<file path="src/hw/qtm_pkg.sv">
// qtm_pkg: constants and state type for the quad interval timer
// assumes a 32-bit classic wishbone slave, one 200 MHz clock
package qtm_pkg;

	// ==========================================================
	// register indices, byte address is four times the index
	localparam logic [15:0] QTM_IDX_CTRL_BASE = 16'hF360;
	localparam logic [15:0] QTM_IDX_START = 16'hF370;
	localparam logic [15:0] QTM_IDX_STOP = 16'hF372;
	localparam logic [15:0] QTM_IDX_STATUS = 16'hF374;
	localparam logic [15:0] QTM_IDX_COUNT_BASE = 16'hF380;
	localparam logic [15:0] QTM_IDX_MATCH_BASE = 16'hF388;
	localparam logic [15:0] QTM_IDX_STEP = 16'h0002;

	// ==========================================================
	// control field positions
	localparam int QTM_CTRL_ONESHOT = 7;
	localparam int QTM_CTRL_POLARITY = 6;
	localparam int QTM_CTRL_DIV_HI = 5;
	localparam int QTM_CTRL_DIV_LO = 3;
	localparam int QTM_CTRL_SRC_HI = 1;
	localparam int QTM_CTRL_SRC_LO = 0;
	localparam logic [7:0] QTM_CTRL_WMASK = 8'hFB;

	// ==========================================================
	// source codes and counts
	localparam logic [1:0] QTM_SRC_SLOW = 2'h0;
	localparam logic [1:0] QTM_SRC_FAST = 2'h1;
	localparam logic [1:0] QTM_SRC_EXT = 2'h3;
	localparam logic [2:0] QTM_DIV_RSVD = 3'h7;
	localparam int QTM_NUM = 4;
	localparam logic [15:0] QTM_COUNT_CLEAR = 16'h0000;

	// ==========================================================
	// complete block state
	typedef struct packed {
		logic ack;
		logic [31:0] dat;
		logic [3:0][7:0] ctrl;
		logic [3:0][15:0] cnt;
		logic [3:0][15:0] mat;
		logic [3:0][5:0] pre;
		logic [3:0] run;
		logic [3:0] pend;
		logic [3:0] srcp;
		logic [3:0] tog;
		logic [3:0] irq;
		logic [3:0] out;
	} qtm_state_t;

	localparam qtm_state_t QTM_RESET_STATE = '0;

endpackage : qtm_pkg

</file>
<file path="src/hw/qtm_timer.sv">
// qtm_timer: four 16-bit interval timers behind a wishbone slave
// assumes timer clock inputs are synchronous levels sampled on clk_i
`timescale 1ns/1ps
`default_nettype none

// Function
// control bit 7 picks one-shot mode
// control bit 6 sets output polarity
// bits 5..3 divide source, code 7 undivided
// bits 1..0 pick slow, fast or external
// four timers share start, stop, status bits
// start bit one begins counting
// stop bit requests halt, ignored when stopped
// all timers stopped after reset
// status bit shows counting or stopped
// counter advances on selected falling tick
// match raises interrupt, counter returns zero
// after stop, one more tick then halt
// match may still fire on last tick
// restart keeps value, counter write zeroes
// period is match value plus one
// later periods exactly constant
// one-shot clears status on match
// software changes control only while stopped; control writes are also accepted while counting
// readable counter and data registers, reset zero
module qtm_timer
	import qtm_pkg::*;
(
	// clock and reset
	input wire logic clk_i,
	input wire logic rst_i,
	// wishbone slave
	input wire logic cyc_i,
	input wire logic stb_i,
	input wire logic we_i,
	input wire logic [17:0] adr_i,
	input wire logic [3:0] sel_i,
	input wire logic [31:0] dat_i,
	output logic [31:0] dat_o,
	output logic ack_o,
	// timer clock sources
	input wire logic slow_clock_i,
	input wire logic fast_osc_clock_i,
	input wire logic ext_clock_i,
	// timer events
	output logic [3:0] match_interrupt_o,
	output logic [3:0] timer_output_o
);

	// ==========================================================
	// helpers
	function automatic logic hit(input logic [17:0] a,
		input logic [15:0] idx);
		return a == {idx, 2'h0};
	endfunction : hit

	function automatic logic [15:0] idx_of(input logic [15:0] base,
		input int i);
		return base + 16'(i) * QTM_IDX_STEP;
	endfunction : idx_of

	function automatic logic [5:0] div_mask(input logic [2:0] d);
		if (d == QTM_DIV_RSVD) begin
			return 6'h00;
		end
		return 6'((7'h01 << d) - 7'h01);
	endfunction : div_mask

	function automatic logic pick_src(input logic [1:0] c,
		input logic s, input logic f, input logic e);
		logic r;
		r = s;
		if (c == QTM_SRC_FAST) begin
			r = f;
		end else if (c == QTM_SRC_EXT) begin
			r = e;
		end
		return r;
	endfunction : pick_src

	// ==========================================================
	// state and next state
	qtm_state_t s_q;
	qtm_state_t s_d;
	logic acc;
	logic wr;
	logic [3:0] tk;
	logic [3:0] src;
	logic [5:0] m;

	always_comb begin
		s_d = s_q;
		tk = '0;
		src = '0;
		m = '0;
		acc = cyc_i && stb_i && !s_q.ack;
		wr = acc && we_i;
		s_d.ack = acc;
		s_d.dat = '0;
		s_d.irq = '0;
		if (acc && !we_i && hit(adr_i, QTM_IDX_STATUS)) begin
			s_d.dat = {28'h0000000, s_q.run};
		end
		for (int i = 0; i < QTM_NUM; i++) begin
			src[i] = pick_src(s_q.ctrl[i][QTM_CTRL_SRC_HI:QTM_CTRL_SRC_LO],
				slow_clock_i, fast_osc_clock_i, ext_clock_i);
			s_d.srcp[i] = src[i];
			m = div_mask(s_q.ctrl[i][QTM_CTRL_DIV_HI:QTM_CTRL_DIV_LO]);
			if (s_q.srcp[i] && !src[i]) begin
				s_d.pre[i] = s_q.pre[i] + 6'h01;
				tk[i] = (s_q.pre[i] & m) == m;
			end
			if (tk[i] && s_q.run[i]) begin
				if (s_q.cnt[i] == s_q.mat[i]) begin
					s_d.cnt[i] = QTM_COUNT_CLEAR;
					s_d.irq[i] = 1'b1;
					s_d.tog[i] = !s_q.tog[i];
					if (s_q.ctrl[i][QTM_CTRL_ONESHOT]) begin
						s_d.run[i] = 1'b0;
					end
				end else begin
					s_d.cnt[i] = s_q.cnt[i] + 16'h0001;
				end
				if (s_q.pend[i]) begin
					s_d.run[i] = 1'b0;
					s_d.pend[i] = 1'b0;
				end
			end
			if (wr && sel_i[0] && dat_i[i]) begin
				if (hit(adr_i, QTM_IDX_START)) begin
					s_d.run[i] = 1'b1;
					s_d.pend[i] = 1'b0;
				end
				if (hit(adr_i, QTM_IDX_STOP) && s_d.run[i]) begin
					s_d.pend[i] = 1'b1;
				end
			end
			if (hit(adr_i, idx_of(QTM_IDX_CTRL_BASE, i))) begin
				if (wr && sel_i[0]) begin
					s_d.ctrl[i] = dat_i[7:0] & QTM_CTRL_WMASK;
				end
				if (acc && !we_i) begin
					s_d.dat = {24'h000000, s_q.ctrl[i]};
				end
			end
			if (hit(adr_i, idx_of(QTM_IDX_COUNT_BASE, i))) begin
				if (wr) begin
					s_d.cnt[i] = QTM_COUNT_CLEAR;
					s_d.tog[i] = 1'b0;
				end
				if (acc && !we_i) begin
					s_d.dat = {16'h0000, s_q.cnt[i]};
				end
			end
			if (hit(adr_i, idx_of(QTM_IDX_MATCH_BASE, i))) begin
				if (wr && sel_i[0]) begin
					s_d.mat[i][7:0] = dat_i[7:0];
				end
				if (wr && sel_i[1]) begin
					s_d.mat[i][15:8] = dat_i[15:8];
				end
				if (acc && !we_i) begin
					s_d.dat = {16'h0000, s_q.mat[i]};
				end
			end
			s_d.out[i] = s_d.tog[i] ^ s_d.ctrl[i][QTM_CTRL_POLARITY];
		end
	end

	always_ff @(posedge clk_i) begin
		if (rst_i) begin
			s_q <= QTM_RESET_STATE;
		end else begin
			s_q <= s_d;
		end
	end

	assign ack_o = s_q.ack;
	assign dat_o = s_q.dat;
	assign match_interrupt_o = s_q.irq;
	assign timer_output_o = s_q.out;

	logic plain_acc;
	assign plain_acc = wr && ((sel_i[0] && hit(adr_i, QTM_IDX_START)) ||
		hit(adr_i, idx_of(QTM_IDX_COUNT_BASE, 0)));

	logic quiet_t3;
	assign quiet_t3 = wr && ((sel_i[0] && hit(adr_i, QTM_IDX_START)) ||
		hit(adr_i, idx_of(QTM_IDX_COUNT_BASE, 3)));
endmodule : qtm_timer

`default_nettype wire

</file>
<file path="config.mk">
export PLATFORM = sky130hd
export DESIGN_NAME = qtm_timer
export DESIGN_NICKNAME = d
export VERILOG_FILES = /design/src/hw/qtm_pkg.sv /design/src/hw/qtm_timer.sv
export SDC_FILE = /design/constraint.sdc
export NUM_CORES = 1
export LEC_CHECK = 0
export BUFFER_PORTS_ARGS = -buffer_cell sky130_fd_sc_hd__clkbuf_2
export CORE_MARGIN = 2
export CORE_UTILIZATION = 50
export DETAILED_ROUTE_END_ITERATION = 8
export PLACE_DENSITY = 0.78
export SLEW_MARGIN = 10
export SYNTH_ARGS = -nofsm -noshare
export SYNTH_HDL_FRONTEND = slang
export SYNTH_SLANG_ARGS = --single-unit
</file>
<file path="constraint.sdc">
create_clock -name clk_i -period 4.3 [get_ports clk_i]
set_input_delay 0.86 -clock clk_i [delete_from_list [all_inputs] [get_ports clk_i]]
set_output_delay 0.86 -clock clk_i [all_outputs]
set_load 0.02 [all_outputs]
</file>
==> run metrics, run 1 <==
antenna violations before repair=1; initial core utilization=0.509; vias in the first global route=10100; hold endpoint=ack_o; grt total ovfl=0; CTS Hold Buffers Added=0; Worst-path clk slew=0.07 ns; via count=around 11000; Leak=4.37 nW; clk buf depth=3; Port Buffers=68; Hold Path Class=flop to flop; DP Worst Slack=about 0.78 ns; area grow syn2layout=9.78%; GPL Wtd Cong=0.986; WL final=between 30000 and 40000 um; Routed WL per cell=20.5 um; final worst slack=1.09 ns; pwr dens=330 nW/um2; number of max-cap violations=0; Rows=56; ANT cells=0; Critical Path Start Type=flop; commonest cells after routing, fill and taps aside=dfxtp_1, nand2_1, nor2_1, a21oi_1, xnor2_1; first drt pass iteration count=9; FF-to-FF setup slack=1.09 ns; clk root buf=clkbuf_16; fin nets=1553; area of the mapped netlist=between 10000 and 15000 um2; CTS tree=done; RSZ-0062 raised after global routing=false; most common cell after layout, fill and taps aside=dfxtp_1; DP Area=12300 um2; Pins Over Slew Limit=0; register area share after synthesis=0.371; CP Capture Type=flop; Post-synth EDFFs=0; largest net degree at the start of global routing=57; Reg2Reg Depth=8; Finished Core Util=0.559; cts bufs inserted=24; Sum Neg Setup Slack=0 ns; number of synthesized register bits=221; total power=4.32 mW; fraction of final layout cells with drive strength greater than 1=0.109; Boundary Pins=103; Final Cycle Share=0.746; VDD IR max=0.000243 V; Max Clk Rate=312 MHz; Post-route DRC=0; critical path data required time=4.75 ns; # fillers=2175; Synth Area per Inst=just over 8 um2; YS warnings=0; # resized after CTS=0; global-route wire length before repair=between 50000 and 60000 um; reg2reg start=s_q[180]; Data arrival, critical path=3.66 ns; clock latency at the later pin of the worst-skew pair=0.54 ns; Fin. Hold Viols=0; Tot GR Track Use=0.293; placed insts=1775; Syn Inst Count=between 1000 and 1500; crit path max fanout=13; post-route design area=around 13000 um2; DRT iter0 DRCs=1213; Finished Layout Cells=1818; Tmin final=3.21 ns; Sink Count=221; Cell variety after synth=78; Setup Buffers After CTS=0; FF/Latch Area=about 4400 um2; Chip Height=158 um; Antenna Nets Post-Route=0; hold path depth=1; worst-margin pin slew=0.958 ns; critical path class=flop to flop; DP HPWL=27700 um; Die X=158 um; Placeable Area=23400 um2; via/cell ratio=6.24; Async S/R FF share, synth=0; clk_skew=0.0226 ns; Final setup viols=0; hold path startpoint=ack_o; RR Endpoint=s_q[124]; Max transition margin=0.353; H-tree depth=1; area of the multi-input gates=6850 um2; hold_ws=about 0.48 ns; Die ar.=approximately 25000 um2; outcome=finished clean; main flop type after synthesis=dfxtp_1
worst max path at each step:
stage,depth (start not counted),slack (ns),startpoint,endpoint
2_1_floorplan,8,1.40,adr_i[1],dat_o[0]
3_3_place_gp,7,0.82,adr_i[1],dat_o[15]
3_5_place_dp,7,0.78,adr_i[1],s_q[128]
4_1_cts,8,1.14,s_q[180],s_q[124]
5_1_grt,8,0.78,s_q[180],s_q[124]
6_report,8,1.09,s_q[180],s_q[124]
worst max-delay path: stages (launching register included):
cell	delay (ns)
dfxtp_1	0.42
nor3_1	0.29
inv_1	0.08
ha_1	0.23
nor3b_1	0.15
o31ai_1	0.59
nand4_1	0.59
or4_1	0.64
a21oi_1	0.14
synthesized netlist by cell type (4+ instances only):
library cell / count / share of area
o32ai_1: 6 / 0.0044
nand4bb_1: 4 / 0.0038
a22oi_1: 8 / 0.0050
buf_2: 11 / 0.0046
nand4_1: 54 / 0.028
or2_2: 5 / 0.0026
or4_1: 13 / 0.0082
o21ai_0: 59 / 0.025
o221a_2: 4 / 0.0038
a22o_1: 8 / 0.0059
o31ai_1: 13 / 0.0082
buf_4: 40 / 0.025
clkbuf_1: 71 / 0.022
nor4_1: 10 / 0.0053
nand3_1: 46 / 0.019
o211ai_1: 7 / 0.0044
mux2i_1: 49 / 0.041
a221o_1: 4 / 0.0034
nand4b_1: 4 / 0.0029
and4_1: 10 / 0.0074
a21oi_1: 126 / 0.053
a211oi_1: 9 / 0.0057
a222oi_1: 13 / 0.011
o221ai_1: 5 / 0.0037
nor3b_1: 5 / 0.0032
mux2_2: 4 / 0.0038
xnor2_1: 77 / 0.057
and3_1: 13 / 0.0068
nor2b_1: 11 / 0.0058
a221oi_1: 7 / 0.0051
a2bb2oi_1: 4 / 0.0029
inv_1: 21 / 0.0066
dfxtp_1: 221 / 0.37
xor2_1: 23 / 0.017
or3_1: 52 / 0.027
ha_1: 9 / 0.0095
nor3_1: 40 / 0.017
and2_1: 9 / 0.0047
nand2_1: 191 / 0.060
nor2_1: 135 / 0.043
o22ai_1: 5 / 0.0026
logic make-up after synthesis:
logic type | after synthesis | synth area share
AOI/OAI and AO/OA | 313 | 0.170
xor gates and xnor gates | 100 | 0.0735
adders and majority gates | 9 | 0.00945
buffers and inverters | 143 | 0.0588
DFF | 221 | 0.371
muxes | 53 | 0.0450
other | 1 | 0.000315
and+or+nand+nor | 631 | 0.272
where the power goes:
group / leakage [nW] / switching [mW] / internal [mW] / total (mW)
logic: 2.20 / 0.129 / 0.0423 / 0.171
clock network: 0.391 / 0.862 / 1.22 / 2.09
registers: 1.78 / 0.00578 / 2.05 / 2.06
area by class of cell:
class,count,area share
well taps,319,0.0305
repair buffers,92,0.0400
flip-flops and latches,221,0.338
clock inverters,7,0.00584
clock buffers,36,0.0555
multi-input cells,1122,0.524
inverters,21,0.00603
layer usage:
metal,part of all wire,wire length (um),GRT usage
met1,0.41,15400,0.403
met2,0.45,16600,0.461
met3,0.093,3480,0.0386
met4,0.048,1800,0.130
met5,0,0,0
registers in the layout (all words and copies together), names as in the netlist:
| signal | count |
|---|---|
| ack_o | 1 |
| dat_o | 16 |
| match_interrupt_o | 4 |
| s_q | 196 |
| timer_output_o | 4 |
No activity file was read; power rests on OpenSTA's default activity.
==> run 2, diff against run 1 <==
==> constraint.sdc (replaced) <==
create_clock -name clk_i -period 3.3 [get_ports clk_i]
set_input_delay 0.66 -clock clk_i [delete_from_list [all_inputs] [get_ports clk_i]]
set_output_delay 0.66 -clock clk_i [all_outputs]
set_load 0.02 [all_outputs]
==> run 2 against run 1 <==
  * Sequential power up 30%
  * Non-clock buffer count increased by 47
  * Clock power up 24%
  * First-iteration DRC count grew 4.5%
  * Critical path type unchanged
  * Via count is 1.7% higher
  * Utilization increased by 1.4 points
  * Total power is 28% higher
  * Global-route usage is 1.4 points higher
  * Clock skew is 0.017 ns lower
==> run metrics, run 2 (same netlist as run 1, synthesis figures left out) <==
largest net degree at the start of global routing=73 (+28%); CP Capture Type=flop; Hold Path Class=primary input to flop; number of max-cap violations=0 (unchanged); GPL Wtd Cong=0.980 (-0.57%); global-route wire length before repair=59200 um (+3.7%); Routed WL per cell=20.7 um (+0.97%); crit path max fanout=13 (unchanged); Fin. Hold Viols=0 (unchanged); Setup Buffers After CTS=0 (unchanged); Die ar.=25100 um2 (unchanged); commonest cells after routing, fill and taps aside=dfxtp_1, nand2_1, nor2_1, a21oi_1, xnor2_1; Final Cycle Share=0.899 (+0.153); Boundary Pins=103 (unchanged); Data arrival, critical path=3.41 ns (-0.25 ns); first drt pass iteration count=7 (-2); Port Buffers=68 (unchanged); critical path data required time=3.75 ns (-1.00 ns); pwr dens=412 nW/um2 (+25%); Post-route DRC=0 (unchanged); Sum Neg Setup Slack=0 ns (unchanged); cts bufs inserted=24 (unchanged); # fillers=2214 (+1.8%); vias in the first global route=10600 (+5.8%); clock latency at the later pin of the worst-skew pair=0.52 ns (-0.02 ns); Chip Height=158 um (unchanged); CTS Hold Buffers Added=0 (unchanged); Rows=56 (unchanged); clk_skew=0.00557 ns (-0.0170 ns); Top reg by flops=s_q; via/cell ratio=6.18 (-0.91%); area grow syn2layout=12.5%; fraction of final layout cells with drive strength greater than 1=0.134 (+0.0246); Critical Path Start Type=flop; antenna violations before repair=0 (-1); Tot GR Track Use=0.308 (+0.0143); Tmin final=2.97 ns (-0.242 ns); clk root buf=clkbuf_16; Leak=4.59 nW (+5.0%); grt total ovfl=0 (unchanged); via count=11500 (+1.7%); final worst slack=0.335 ns (-0.758 ns); Finished Core Util=0.572 (+0.0137); Pins Over Slew Limit=0 (unchanged); Worst-path clk slew=0.06 ns (about the same); DRT iter0 DRCs=1267 (+4.5%); CTS tree=done; Die X=158 um (unchanged); Placeable Area=23400 um2 (unchanged); critical path class=flop to flop; VDD IR max=0.000355 V (+46%); WL final=38700 um (+3.6%); DP HPWL=29000 um (+4.6%); outcome=finished clean; Max transition margin=0.439 (+0.0857); Final setup viols=0 (unchanged); Sink Count=221 (unchanged); FF/Latch Area=4420 um2 (unchanged); clk buf depth=3 (unchanged); most common cell after layout, fill and taps aside=dfxtp_1; max reg flops=196 (unchanged); worst-margin pin slew=0.834 ns (-0.124 ns); RSZ-0062 raised after global routing=false; Max Clk Rate=337 MHz (+8.2%); H-tree depth=1 (unchanged); # resized after CTS=0 (unchanged); DP Worst Slack=0.150 ns (-0.626 ns); initial core utilization=0.509 (unchanged); fin nets=1600 (+3.0%); Antenna Nets Post-Route=0 (unchanged); area of the multi-input gates=6850 um2 (unchanged)
-- run 2: cell count changes in the layout (fill, tap and decap cells not counted), moves of 2 or more --
| cell | delta |
|---|---|
| clkbuf_8 | -2 |
| buf_4 | +46 |
| clkbuf_1 | +3 |
| clkinvlp_4 | -2 |
-- run 2: final timing paths --
| path | startpoint | to | slack [ns] | cells after the start |
|---|---|---|---|---|
| worst min-delay path | cyc_i | ack_o | 0.41 | 2 |
| worst max register to register | s_q[180] | s_q[124] | 0.33 | 8 |
| worst min register to register | s_q[98] | s_q[98] | 0.48 | 2 |
| worst max-delay path | s_q[180] | s_q[124] | 0.33 | 8 |
-- run 2: power breakdown --
| group | internal (mW) | switching [mW] |
|---|---|---|
| Sequential | 2.67 | 0.00705 |
| Combinational | 0.0625 | 0.172 |
| Clock | 1.51 | 1.09 |
-- run 2: critical path, stage by stage, from the launching register on --
cell and delay [ns]:
dfxtp_1 0.41, nor3_1 0.27, inv_1 0.07, ha_1 0.24, nor3b_1 0.15, o31ai_1 0.47, nand4_1 0.53, or4_1 0.62
a21oi_1 0.14
-- run 2: stage by stage --
stage | cells | power (mW) | instance area [um2] | hold WS, ns
after global routing | 1864 | 5.67 | 13400 | 0.423
after floorplan | 1486 | 2.88 | 12000 | 0.453
after CTS | 1864 | 5.54 | 13400 | 0.395
after global placement | 1822 | 2.97 | 12600 | 0.461
final | 1865 | 5.52 | 13400 | 0.410
after detailed placement | 1822 | 2.97 | 12600 | 0.471
-- run 2: final cells by class --
| class | instances | share of cell area |
|---|---|---|
| Clock inverter | 4 | 0.00149 |
| Clock buffer | 38 | 0.0548 |
| Antenna cell | 1 | 0.000187 |
| Inverter | 21 | 0.00588 |
| Multi-Input combinational cell | 1122 | 0.511 |
| Sequential cell | 221 | 0.330 |
| Tap cell | 319 | 0.0298 |
| Timing Repair Buffer | 139 | 0.0663 |
-- run 2: layer usage --
layer	global-route usage	share of wire	vias up
li1	-	-	5382
met1	0.404	0.42	5484
met2	0.501	0.45	546
met3	0.0479	0.080	123
met4	0.138	0.048	0
met5	0	0	-
==> run 3, diff against run 2 <==
--- a/config.mk
+++ b/config.mk
@@ -6,10 +6,12 @@
 export NUM_CORES = 1
 export LEC_CHECK = 0
 export BUFFER_PORTS_ARGS = -buffer_cell sky130_fd_sc_hd__clkbuf_2
+export CELL_PAD_IN_SITES_DETAIL_PLACEMENT = 1
+export CELL_PAD_IN_SITES_GLOBAL_PLACEMENT = 2
 export CORE_MARGIN = 2
-export CORE_UTILIZATION = 50
+export CORE_UTILIZATION = 33
 export DETAILED_ROUTE_END_ITERATION = 8
-export PLACE_DENSITY = 0.78
+export PLACE_DENSITY = 0.86
 export SLEW_MARGIN = 10
 export SYNTH_ARGS = -nofsm -noshare
 export SYNTH_HDL_FRONTEND = slang
==> constraint.sdc (replaced) <==
create_clock -name clk_i -period 2.5 [get_ports clk_i]
set_input_delay 0.5 -clock clk_i [delete_from_list [all_inputs] [get_ports clk_i]]
set_output_delay 0.5 -clock clk_i [all_outputs]
set_load 0.02 [all_outputs]
==> run 3 against run 2 <==
  * Clock power up 59%
  * Clock skew rose by 0.010 ns
  * Maximum frequency is 22% higher
  * Sequential cell count unchanged
  * Via count increased by 5.9%
  * Clock-buffer cell count is the same
  * Register-to-register slack lost 0.26 ns
  * Non-clock buffer count up 165
  * Die area grew 50%
  * Critical path type unchanged
  * Largest power group is now the clock network
==> run metrics, run 3 (same netlist as run 1, synthesis figures left out) <==
worst-margin pin slew=0.561 ns (-0.273 ns); fraction of final layout cells with drive strength greater than 1=0.236 (+0.102); Pins Over Slew Limit=0 (unchanged); via/cell ratio=5.61 (-9.2%); number of max-cap violations=0 (unchanged); GPL Wtd Cong=0.961 (-2.0%); Critical Path Start Type=flop; pwr dens=530 nW/um2 (+29%); Rows=69 (+23%); Switching Share=0.234 (+0.00462); cts bufs inserted=27 (+13%); CTS Hold Buffers Added=0 (unchanged); total power=8.06 mW (+46%); Chip Height=194 um (+23%); Routed WL per cell=21.8 um (+5.3%); Fin. Hold Viols=0 (unchanged); Finished Core Util=0.428 (-0.145); Die X=194 um (+23%); commonest cells after routing, fill and taps aside=buf_4, dfxtp_1, nand2_1, nor2_1, a21oi_1; placed insts=2121 (+16%); family with the most delay on the worst path=compound AO/OA/AOI/OAI gates; WL final=47500 um (+23%); Reg2Reg Depth=9 (+1); met3 GRT Util=0.0318 (-0.0161); grt peak-use layer=met2; Leak=5.55 nW (+21%); initial core utilization=0.335 (-0.174); DRT iter0 DRCs=828 (-35%); Worst path depth=9 (+1); outcome=finished clean; max reg flops=196 (unchanged); Finished Layout Cells=2177 (+17%); Critical path buffers and inverters=3 (+2); Worst-path clk slew=0.06 ns (about the same); via count=12200 (+5.9%); Tmin final=2.42 ns (-0.541 ns); GR Layer Usage met1=0.321 (-0.0832); VDD IR max=0.000483 V (+36%); Max transition margin=0.616 (+0.177); grt total ovfl=0 (unchanged); first drt pass iteration count=5 (-2); Antenna Nets Post-Route=0 (unchanged); Sum Neg Setup Slack=0 ns (unchanged); Tot GR Track Use=0.246 (-0.0621); CP Capture Type=flop; destination of the critical timing path=dat_o[1]; Hold Path Class=primary input to flop; most common cell after layout, fill and taps aside=buf_4; clk root buf=clkbuf_16; # fillers=4289 (+94%); Top reg by flops=s_q; DP HPWL=36400 um (+25%); fin nets=1768 (+11%); critical path launch point=ack_o; largest net degree at the start of global routing=100 (+37%); critical path data required time=2.93 ns (-0.82 ns); Final setup viols=0 (unchanged); Boundary Pins=103 (unchanged); met2 Use GR=0.419 (-0.0822); clk buf depth=3 (unchanged); hold_ws=0.260 ns (-0.149 ns); critical path class=flop to flop; Post-route DRC=0 (unchanged); Clock Power Share=0.512 (+0.041); Sink Count=221 (unchanged); reg2reg start=ack_o; sequential cell fraction of total power=0.439 (-0.047); FF-to-FF setup slack=0.08 ns (-0.26 ns); Port Buffers=68 (unchanged); RR Endpoint=dat_o[1]; vias in the first global route=12500 (+17%); ANT cells=0 (-1); Placeable Area=35600 um2 (+52%); internal power=6.18 mW (+45%); antenna violations before repair=0 (unchanged); Die ar.=37600 um2 (+50%); crit path max fanout=9 (-4); slowest CP cell=o31ai_1; global-route wire length before repair=72800 um (+23%); cell chain of the critical path=nand4bb_1, buf_4, nor3_1, buf_4, and3_1, a221o_1, o31ai_1, buf_4, a21oi_1; crit-path most repeated cell=buf_4; Comb pwr share=0.049 (+0.006); clock latency at the later pin of the worst-skew pair=0.55 ns (+0.03 ns); Data arrival, critical path=2.85 ns (-0.56 ns); clk_skew=0.0157 ns (+0.0102 ns); H-tree depth=1 (unchanged); CTS tree=done; Max Clk Rate=412 MHz (+22%); Final Cycle Share=0.970 (+0.0712); slowest stage delay, CP=0.41 ns (-0.21 ns); sw power=1.89 mW (+49%); area grow syn2layout=27.7%
[run 3: cell count changes in the layout (fill, tap and decap cells not counted), moves of 3 or more]
cell,change
dfxtp_1,-4
buf_6,+4
buf_12,+8
bufinv_16,+3
clkbuf_1,-4
dfxtp_2,+4
buf_4,+152
[run 3: cell type report]
class	count	area (um2)	area share
clock buffers	38	797	0.0524
multi-input cells	1122	6970	0.458
inverters	21	78.8	0.00518
repair buffers	304	2240	0.147
clock inverters	10	129	0.00847
flip-flops and latches	221	4430	0.291
well taps	461	577	0.0379
[run 3: how the worst min path moves through the flow]
stage | startpoint | to | slack [ns] | cells past startpoint
floorplan | s_q[49] | s_q[49] | 0.45 | 2
finish | rst_i | s_q[25] | 0.26 | 2
global placement | s_q[96] | s_q[96] | 0.47 | 2
CTS | rst_i | s_q[25] | 0.24 | 2
global route | rst_i | s_q[29] | 0.27 | 2
detailed placement | s_q[72] | s_q[72] | 0.48 | 2
[run 3: power groups by stage]
stage               clock network (mW)  registers, mW  logic, mW
floorplan                            0           3.62      0.185
global placement                     0           3.62      0.375
detailed placement                   0           3.62      0.383
CTS                               4.19           3.54      0.385
global route                      4.32           3.54      0.419
finish                            4.13           3.54      0.394
[run 3: what timing repair did]
| action | 4_1_cts | 5_1_grt |
|---|---|---|
| pin swaps | 1 | 4 |
| setup endpoints to repair | 3 | 27 |
| buffers inserted | 0 | 7 |
| gates resized for setup | 2 | 28 |
| cloned | 0 | 1 |
[run 3: metrics by stage]
step / setup slack, ns / cell area (um2)
floorplan: -0.0243 / 12000
global placement: -0.327 / 14100
detailed placement: -0.356 / 14100
CTS: 0.0108 / 15000
global route: -0.0200 / 15200
finish: 0.0756 / 15200
[run 3: per-layer routing]
layer	vias to the layer above	part of all wire	routed length (um)
li1	5706	-	-
met1	6080	0.44	20900
met2	335	0.48	22600
met3	100	0.047	2230
met4	0	0.037	1750
met5	-	0	0
